File: config.mk
export PLATFORM = sky130hd
export DESIGN_NAME = sfe_front_end
export DESIGN_NICKNAME = d
export VERILOG_FILES = /design/src/sfe_pkg.sv /design/src/sfe_pin_sync.sv /design/src/sfe_front_end.sv
export SDC_FILE = /design/constraint.sdc
export NUM_CORES = 1
export LEC_CHECK = 0
export ABC_AREA = 1
export BUFFER_PORTS_ARGS = -buffer_cell sky130_fd_sc_hd__buf_2
export CAP_MARGIN = 5
export CORE_ASPECT_RATIO = 1.4
export CORE_MARGIN = 1.5
export CORE_UTILIZATION = 55
export DETAILED_ROUTE_END_ITERATION = 8
export GPL_TIMING_DRIVEN = 0
export PLACE_DENSITY = 0.87
export REMOVE_ABC_BUFFERS = 1
export SETUP_SLACK_MARGIN = 0.5
export SLEW_MARGIN = 20
export SYNTH_ARGS = -nofsm -noshare
export SYNTH_HDL_FRONTEND = slang
export SYNTH_SLANG_ARGS = --single-unit
File: constraint.sdc
create_clock -name mclk -period 6.6 [get_ports mclk]
set_input_delay 1.98 -clock mclk [delete_from_list [all_inputs] [get_ports mclk]]
set_output_delay 1.98 -clock mclk [all_outputs]
set_load 0.005 [all_outputs]
File: src/sfe_pkg.sv
// constants and types shared by the serial flash pin front end
package sfe_pkg;

  // ===========================================================
  // framing
  localparam int          BYTE_BITS    = 8;
  localparam int          ADDR_BYTES   = 3;
  localparam logic [2:0]  BIT_LAST     = 3'h7;
  localparam logic [1:0]  ADDR_LAST    = 2'h2;

  // ===========================================================
  // pin synchroniser lanes and their idle levels
  localparam int          PIN_COUNT    = 5;
  localparam int          PIN_CS_N     = 0;
  localparam int          PIN_SCK      = 1;
  localparam int          PIN_SI       = 2;
  localparam int          PIN_WP_N     = 3;
  localparam int          PIN_RESET_N  = 4;
  localparam logic [4:0]  PIN_IDLE     = 5'h19;

  // ===========================================================
  // internal power-on reset hold time
  localparam int          CLK_MHZ      = 100;
  localparam int          POR_NS       = 1000;
  localparam int          POR_CYCLES   = (POR_NS * CLK_MHZ + 999) / 1000;
  localparam logic [7:0]  POR_LOAD     = 8'(POR_CYCLES);

  // ===========================================================
  // operation class reported by the command decoder
  typedef enum logic [1:0] {
    OPC_OTHER   = 2'b00,
    OPC_MODIFY  = 2'b01,
    OPC_SPR_WR  = 2'b10,
    OPC_PROTECT = 2'b11
  } sfe_class_type;

  // ===========================================================
  // frame states
  typedef enum logic [2:0] {
    ST_IDLE    = 3'b000,
    ST_OPCODE  = 3'b001,
    ST_ADDR    = 3'b010,
    ST_DATA    = 3'b011,
    ST_DISCARD = 3'b100
  } sfe_state_type;

endpackage

File: src/sfe_pin_sync.sv
// two-flop synchroniser with edge detection for the pin inputs
`timescale 1ns/10ps
module sfe_pin_sync #(
  parameter int           WIDTH = 5,
  parameter logic [4:0]   INIT  = 5'h00
) (
  // clock and reset
  input  wire logic             mclk,
  input  wire logic             rst,
  // raw pins
  input  wire logic [WIDTH-1:0] din,
  // synchronised level and edges
  output logic      [WIDTH-1:0] lvl,
  output logic      [WIDTH-1:0] rise,
  output logic      [WIDTH-1:0] fall
);

  logic [WIDTH-1:0] meta;
  logic [WIDTH-1:0] stage;
  logic [WIDTH-1:0] prev;

  // ===========================================================
  // per lane: the first flop feeds only the second
  genvar i;
  generate
    for (i = 0; i < WIDTH; i++) begin : g_lane
      always_ff @(posedge mclk or posedge rst) begin
        if (rst) begin
          meta[i]  <= INIT[i];
          stage[i] <= INIT[i];
          prev[i]  <= INIT[i];
        end else begin
          meta[i]  <= din[i];
          stage[i] <= meta[i];
          prev[i]  <= stage[i];
        end
      end
      assign lvl[i]  = stage[i];
      assign rise[i] = stage[i] & ~prev[i];
      assign fall[i] = ~stage[i] & prev[i];
    end
  endgenerate

endmodule

File: src/sfe_front_end.sv
// serial flash pin front end: framing, shifting, write protect and reset
`timescale 1ns/10ps
module sfe_front_end
  import sfe_pkg::*;
(
  // clock and reset
  input  wire logic        mclk,
  input  wire logic        rst,
  // serial pins
  input  wire logic        cs_n,
  input  wire logic        sck,
  input  wire logic        si,
  input  wire logic        wp_n,
  input  wire logic        reset_n,
  output logic             so_out,
  output logic             so_oe_n,
  // command decoder side
  input  wire logic [1:0]  op_class,
  input  wire logic        busy,
  input  wire logic [7:0]  tx_byte,
  output logic [7:0]       rx_byte,
  output logic             opcode_valid,
  output logic             addr_valid,
  output logic             data_valid,
  output logic             tx_req,
  output logic             exec_pulse,
  output logic             abort_pulse,
  // status
  output logic             hw_protect,
  output logic             standby
);

  // ===========================================================
  // pin synchronisers
  logic [PIN_COUNT-1:0] pins;
  logic [PIN_COUNT-1:0] pin_lvl;
  logic [PIN_COUNT-1:0] pin_rise;
  logic [PIN_COUNT-1:0] pin_fall;

  assign pins = {reset_n, wp_n, si, sck, cs_n};

  sfe_pin_sync #(
    .WIDTH (PIN_COUNT),
    .INIT  (PIN_IDLE)
  ) u_sync (
    .mclk  (mclk),
    .rst   (rst),
    .din   (pins),
    .lvl   (pin_lvl),
    .rise  (pin_rise),
    .fall  (pin_fall)
  );

  // ===========================================================
  // decoded pin events
  wire cs_high   = pin_lvl[PIN_CS_N];
  wire cs_start  = pin_fall[PIN_CS_N];
  wire cs_end    = pin_rise[PIN_CS_N];
  wire wp_low    = ~pin_lvl[PIN_WP_N];
  wire sck_rise  = pin_rise[PIN_SCK] & ~cs_high;
  wire sck_fall  = pin_fall[PIN_SCK] & ~cs_high;
  wire si_bit    = pin_lvl[PIN_SI];
  wire rst_pin   = ~pin_lvl[PIN_RESET_N];

  // ===========================================================
  // internal power-on reset: holds the block idle after rst drops
  logic [7:0] por_count;
  wire        por_busy = (por_count != 8'h00);

  always_ff @(posedge mclk or posedge rst) begin
    if (rst) begin
      por_count <= POR_LOAD;
    end else if (por_busy) begin
      por_count <= por_count - 8'h01;
    end
  end

  // reset pin or power-on hold both force idle
  wire dev_rst = por_busy | rst_pin;

  // ===========================================================
  // frame state and receive shifter
  sfe_state_type state;
  sfe_state_type next_state;
  logic [2:0]    rx_count;
  logic [6:0]    rx_shift;
  logic [1:0]    addr_count;
  logic          discarded;

  wire       byte_done = sck_rise & (rx_count == BIT_LAST);
  wire [7:0] byte_in   = {rx_shift, si_bit};
  wire       cls_block = (op_class == OPC_MODIFY) | (op_class == OPC_SPR_WR);
  wire       refuse    = wp_low & cls_block;

  // next state on each completed byte
  always_comb begin
    next_state = state;
    case (state)
      ST_IDLE:    next_state = ST_IDLE;
      ST_OPCODE:  next_state = refuse ? ST_DISCARD : ST_ADDR;
      ST_ADDR:    next_state = (addr_count == ADDR_LAST) ? ST_DATA : ST_ADDR;
      ST_DATA:    next_state = ST_DATA;
      ST_DISCARD: next_state = ST_DISCARD;
      default:    next_state = ST_IDLE;
    endcase
  end

  // frame sequencer: a deselect always returns to idle
  always_ff @(posedge mclk or posedge rst) begin
    if (rst) begin
      state <= ST_IDLE;
    end else if (dev_rst || cs_end || cs_high) begin
      state <= ST_IDLE;
    end else if (cs_start) begin
      state <= ST_OPCODE;
    end else if (byte_done) begin
      state <= next_state;
    end
  end

  // bit and address byte counters
  always_ff @(posedge mclk or posedge rst) begin
    if (rst) begin
      rx_count   <= 3'h0;
      rx_shift   <= 7'h00;
      addr_count <= 2'h0;
    end else if (dev_rst || cs_start || cs_high) begin
      rx_count   <= 3'h0;
      rx_shift   <= 7'h00;
      addr_count <= 2'h0;
    end else if (sck_rise) begin
      rx_count <= rx_count + 3'h1;
      rx_shift <= byte_in[6:0];
      if (byte_done && state == ST_ADDR) begin
        addr_count <= addr_count + 2'h1;
      end
    end
  end

  // discard flag marks a refused command until the next frame starts or a reset
  always_ff @(posedge mclk or posedge rst) begin
    if (rst) begin
      discarded <= 1'b0;
    end else if (dev_rst || cs_start) begin
      discarded <= 1'b0;
    end else if (byte_done && state == ST_OPCODE && refuse) begin
      discarded <= 1'b1;
    end
  end

  // ===========================================================
  // receive strobes towards the decoder; discarded frames give only the opcode strobe
  wire take   = byte_done & ~dev_rst & ~cs_high;
  wire is_op  = take & (state == ST_OPCODE);
  wire is_adr = take & (state == ST_ADDR);
  wire is_dat = take & (state == ST_DATA);
  wire fin_ok = cs_end & ~dev_rst & (state != ST_IDLE) & ~discarded;
  wire abort  = dev_rst & (state != ST_IDLE);

  always_ff @(posedge mclk or posedge rst) begin
    if (rst) begin
      rx_byte      <= 8'h00;
      opcode_valid <= 1'b0;
      addr_valid   <= 1'b0;
      data_valid   <= 1'b0;
      exec_pulse   <= 1'b0;
      abort_pulse  <= 1'b0;
    end else begin
      if (take) begin
        rx_byte <= byte_in;
      end
      opcode_valid <= is_op;
      addr_valid   <= is_adr;
      data_valid   <= is_dat;
      exec_pulse   <= fin_ok;
      abort_pulse  <= abort;
    end
  end

  // ===========================================================
  // transmit shifter: a new byte is fetched every eighth falling edge
  logic [2:0] tx_count;
  logic [6:0] tx_shift;
  wire        tx_load = sck_fall & (tx_count == 3'h0);

  always_ff @(posedge mclk or posedge rst) begin
    if (rst) begin
      tx_count <= 3'h0;
      tx_shift <= 7'h00;
      so_out   <= 1'b0;
      tx_req   <= 1'b0;
    end else if (dev_rst || cs_high) begin
      tx_count <= 3'h0;
      tx_shift <= 7'h00;
      so_out   <= 1'b0;
      tx_req   <= 1'b0;
    end else begin
      tx_req <= tx_load;
      if (sck_fall) begin
        tx_count <= tx_count + 3'h1;
        if (tx_load) begin
          so_out   <= tx_byte[7];
          tx_shift <= tx_byte[6:0];
        end else begin
          so_out   <= tx_shift[6];
          tx_shift <= {tx_shift[5:0], 1'b0};
        end
      end
    end
  end

  // ===========================================================
  // pin enable and status: standby waits for self-timed work
  always_ff @(posedge mclk or posedge rst) begin
    if (rst) begin
      so_oe_n    <= 1'b1;
      standby    <= 1'b0;
      hw_protect <= 1'b0;
    end else begin
      so_oe_n    <= cs_high | dev_rst;
      standby    <= cs_high & ~busy & ~dev_rst;
      hw_protect <= wp_low;
    end
  end

  // ===========================================================
  // checks
  chk_so_tristate: assert property (@(posedge mclk) disable iff (rst)
    cs_high |=> so_oe_n)
    else $error("serial output driven while deselected");

  chk_standby_busy: assert property (@(posedge mclk) disable iff (rst)
    busy |=> !standby)
    else $error("standby entered during self-timed cycle");

  chk_no_capture: assert property (@(posedge mclk) disable iff (rst)
    cs_high |=> !opcode_valid && !addr_valid && !data_valid)
    else $error("byte taken while deselected");

  chk_wp_discard: assert property (@(posedge mclk) disable iff (rst)
    is_op && refuse |=> discarded && state == ST_DISCARD ##1 !addr_valid)
    else $error("protected command not discarded");

  chk_protect_pass: assert property (@(posedge mclk) disable iff (rst)
    is_op && op_class == OPC_PROTECT |=> state == ST_ADDR)
    else $error("protect command refused");

  chk_reset_idle: assert property (@(posedge mclk) disable iff (rst)
    rst_pin |=> state == ST_IDLE && so_oe_n)
    else $error("reset pin did not force idle");

  chk_discard_exec: assert property (@(posedge mclk) disable iff (rst)
    exec_pulse |-> !$past(discarded))
    else $error("discarded frame executed");

  chk_msb_launch: assert property (@(posedge mclk) disable iff (rst)
    tx_load && !dev_rst |=> so_out == $past(tx_byte[7]))
    else $error("first launched bit is not the top bit");

  chk_bit_capture: assert property (@(posedge mclk) disable iff (rst)
    is_op |=> rx_byte[0] == $past(si_bit) && opcode_valid)
    else $error("opcode last bit not taken on rise");

  chk_por_hold: assert property (@(posedge mclk) disable iff (rst)
    por_busy |=> !opcode_valid && state == ST_IDLE)
    else $error("activity during power-on hold");

  // any reset source keeps the pin released and standby off
  chk_standby_reset: assert property (@(posedge mclk) disable iff (rst)
    dev_rst |=> !standby && so_oe_n)
    else $error("standby or output enable during reset");

  // the decoder must see a fetch request for every loaded byte
  chk_tx_request: assert property (@(posedge mclk) disable iff (rst)
    tx_load && !dev_rst |=> tx_req)
    else $error("byte loaded without fetch request");

  chk_exec_single: assert property (@(posedge mclk) disable iff (rst)
    exec_pulse |=> !exec_pulse)
    else $error("one frame executed twice");

  chk_abort_idle: assert property (@(posedge mclk) disable iff (rst)
    abort_pulse |-> state == ST_IDLE)
    else $error("abort left the frame running");

  cov_opcode: cover property (@(posedge mclk) disable iff (rst) opcode_valid);
  cov_discard: cover property (@(posedge mclk) disable iff (rst) discarded && cs_end);
  cov_data: cover property (@(posedge mclk) disable iff (rst) data_valid ##[1:200] exec_pulse);
  cov_abort: cover property (@(posedge mclk) disable iff (rst) abort_pulse);

endmodule

==> flow_metrics.env <==
export IMPL_starting_drc_count_in_detailed_routing=70
export IMPL_pin_count=36
export IMPL_insertedDiodeCount=0
export IMPL_grt_util_all_layers_pct=20.0
export IMPL_most_common_library_cells_after_synthesis="sky130_fd_sc_hd__nand2_1, sky130_fd_sc_hd__dfrtp_1, sky130_fd_sc_hd__nor2_1"
export IMPL_number_of_cell_instances_on_the_worst_register_to_register_path=5
export IMPL_timing_hold_worst_path_depth=0
export IMPL_post_cts_resize_count=0
export IMPL_yosysSeqAreaShare_pct=58.3
export IMPL_cts_root_buf="sky130_fd_sc_hd__clkbuf_8"
export IMPL_numPortBuffers=35
export IMPL_cts_inserted_buffers=9
export IMPL_critical_path_top_delay_family="flip-flops"
export IMPL_timing_worst_slew_pin_value_ns=0.835
export IMPL_p_per_area_nw_per_um2=247
export IMPL_drt_antenna_violating_nets=0
export IMPL_fraction_of_the_mapped_netlist_area_in_adder_cells_pct=3.16
export IMPL_synth_top_family_by_area="simple AND/OR/NAND/NOR gates"
export IMPL_clock_insertion_delay_worst_skew_ns=0.33
export IMPL_routed_via_density=5.15
export IMPL_route_final_wire_length_um=4880
export IMPL_filler_cell_count=363
export IMPL_clock_skew_final_ns=0.00955
export IMPL_synthSimpleGateAreaFrac_pct=22.8
export IMPL_synth_compound_gate_area_share_pct=8.26
export IMPL_total_power_mw=0.791
export IMPL_crit_path_start_kind="flip-flop"
export IMPL_drt_pass_1_iters=4
export IMPL_synthMostInstantiatedCell="sky130_fd_sc_hd__nand2_1"
export IMPL_postLayoutCoreUtil_pct=66.2
export IMPL_holdBufCountCts=0
export IMPL_floorplan_die_width_um=63.0
export IMPL_areaGrowthSynthToFinish_pct=15.6
export IMPL_min_delay_path_class="reg -> reg"
export IMPL_dp_final_hpwl_um=3230
export IMPL_yosys_warnings=0
export IMPL_synth_area_per_cell_um2=10.2
export IMPL_row_count=30
export IMPL_total_via_count_after_detailed_routing=1969
export IMPL_timing_critical_path_cells="buf_2"
export IMPL_post_synth_xor_area_fraction_pct=1.90
export IMPL_critPathMaxStageDelay_ns=0.51
export IMPL_synth_largest_area_cell="sky130_fd_sc_hd__dfrtp_1"
export IMPL_crit_path_max_fanout=1
export IMPL_dp_cells=366
export IMPL_number_of_register_bits_inferred_by_synthesis=64
export IMPL_final_hold_viol_count=0
export IMPL_worstPathRequired_ns=4.62
export IMPL_drt_wirelength_per_cell_um=12.8
export IMPL_ys_flop_type="sky130_fd_sc_hd__dfrtp_1"
export IMPL_post_route_min_period_ns=2.92
export IMPL_cts_root_to_sink_buffers=2
export IMPL_async_reset_ff_share_pct=100
export IMPL_worst_setup_path_type="reg -> out"
export IMPL_number_of_sinks_handled_by_clock_tree_synthesis=64
export IMPL_grt_pass1_vias=1979
export IMPL_largest_net_degree_at_the_start_of_global_routing=47
export IMPL_setup_repair_after_global_routing_missed_its_margin="no"
export IMPL_routabilityCongestion=0.809
export IMPL_maxCapViolations=0
export IMPL_final_layout_size_suffix_gt1_share_pct=28.0
export IMPL_post_synth_main_area_contributors="sky130_fd_sc_hd__dfrtp_1, sky130_fd_sc_hd__dfstp_2, sky130_fd_sc_hd__nand2_1, sky130_fd_sc_hd__nor2_1, sky130_fd_sc_hd__ha_1"
export IMPL_design_die_area_um2=5480
export IMPL_cp_buffers_inverters=1
export IMPL_logic_depth_of_the_worst_setup_path_including_buffers=1
export IMPL_post_place_setup_slack_ns=3.83
export IMPL_remaining_global_route_overflow=0
export IMPL_setup_viol=0
export IMPL_coreArea_um2=4840
export IMPL_slew_headroom_pct=44.1
export IMPL_final_instance_count_excl_fill=382
export IMPL_timing_final_max_slew_violations=0
export IMPL_clkSlewWorstSetupHoldPaths_ns=0.07
export IMPL_cts_htree_levels=3
export IMPL_syn_cell_area_um2=2770
export IMPL_timing_final_crit_share_pct=44.2
export IMPL_postSynthCellCount=273
export IMPL_tritoncts="done"
export IMPL_remaining_drc_errors=0
export IMPL_worstSetupEndpointType="primary output"
export IMPL_vdd_ir_drop_max_mv=0.174
export IMPL_synth_lib_cells_used_distinct=32
export IMPL_fin_tns_setup_ns=0
export IMPL_yosysTopAreaCellShare_pct=47.9
export IMPL_area_sequential_um2=1620
export IMPL_arrival_ns=0.94
export IMPL_post_synth_edffs=0
export IMPL_fp_dieH_um=87.0
export IMPL_postCtsSetupBuffers=0
export IMPL_initial_utilization_pct=57.2
export IMPL_critical_path_slowest_cell="sky130_fd_sc_hd__dfstp_2"
export IMPL_leakage_nw=1.57
export IMPL_grt_antenna_before_repair=0
export IMPL_multiInputGateArea_um2=1000
export IMPL_run_status="finished, final reports clean"
export IMPL_first_pass_grt_wire_length_um=8430
export IMPL_fmaxAchievable_ghz=0.342
export IMPL_synthMuxAreaShare_pct=0
export IMPL_final_setup_worst_slack_ns=3.68
export IMPL_layout_nets=338
area by class of cell:
cell class / count / area share [%]
clock inverter: 3 / 1.25
timing repair buffer: 36 / 6.33
sequential: 64 / 50.4
clock buffer: 13 / 5.27
inverter: 25 / 3.01
multi-input combinational: 177 / 31.2
tap: 64 / 2.50
metrics by stage:
stage	cell area [um^2]	hold WS, ns
2_1_floorplan	2710	0.331
3_3_place_gp	2970	0.332
3_5_place_dp	3000	0.339
4_1_cts	3200	0.352
5_1_grt	3200	0.355
6_report	3200	0.349
layout by cell type (no fill, tap or decap), types with 3 or more instances in the layout:
cell                        n
sky130_fd_sc_hd__nand3_1    6
sky130_fd_sc_hd__a21oi_2    8
sky130_fd_sc_hd__o22ai_1    4
sky130_fd_sc_hd__nand2_1   54
sky130_fd_sc_hd__a21oi_1   13
sky130_fd_sc_hd__dfrtp_1   53
sky130_fd_sc_hd__or2_2      3
sky130_fd_sc_hd__xor2_1     6
sky130_fd_sc_hd__clkbuf_8  12
sky130_fd_sc_hd__inv_2      3
sky130_fd_sc_hd__nand4_1   10
sky130_fd_sc_hd__nor2_1    28
sky130_fd_sc_hd__dfstp_2   11
sky130_fd_sc_hd__buf_2     35
sky130_fd_sc_hd__nor3_1    12
sky130_fd_sc_hd__inv_1     21
sky130_fd_sc_hd__ha_1       7
sky130_fd_sc_hd__o21ai_0    8
sky130_fd_sc_hd__nor3_2     3
sequential cells by signal, summed over array words and instances, names as in the netlist, 5 cells and up:
register / cells
u_sync.lvl: 5
por_count: 8
u_sync.meta: 5
tx_shift: 7
rx_byte: 8
rx_shift: 7
report_power, final:
group	switching, mW	leakage, nW	internal (mW)	total, mW
Sequential	0.00478	0.838	0.401	0.406
Clock	0.140	0.109	0.204	0.344
Combinational	0.0271	0.624	0.0132	0.0403
Total	0.172	1.57	0.619	0.791
metal layers:
metal  share of wire [%]  GRT usage, %
met5                   0             0
met4                 2.2          13.3
met3                 3.6          3.10
met2                  52          33.8
met1                  42          23.6
logic make-up (layout without fill, tap and decap cells):
family	count (synthesis)	count (layout)
flops	64	64
compound gates	37	37
simple gates	127	127
fa+ha+maj	7	7
xor+xnor	6	6
buf+inv	32	77
worst paths after layout:
check	start	to	slack (ns)
worst max-delay path	so_oe_n	so_oe_n	3.68
worst min-delay path	u_sync.meta[1]	u_sync.lvl[1]	0.35
worst max register to register	u_sync.lvl[1]	tx_shift[1]	4.58
worst min register to register	u_sync.meta[1]	u_sync.lvl[1]	0.35
max in group asynchronous	rst	u_sync.lvl[3]	4.47
min in group asynchronous	rst	tx_req	1.58
Power figures use the tool's default switching activity.
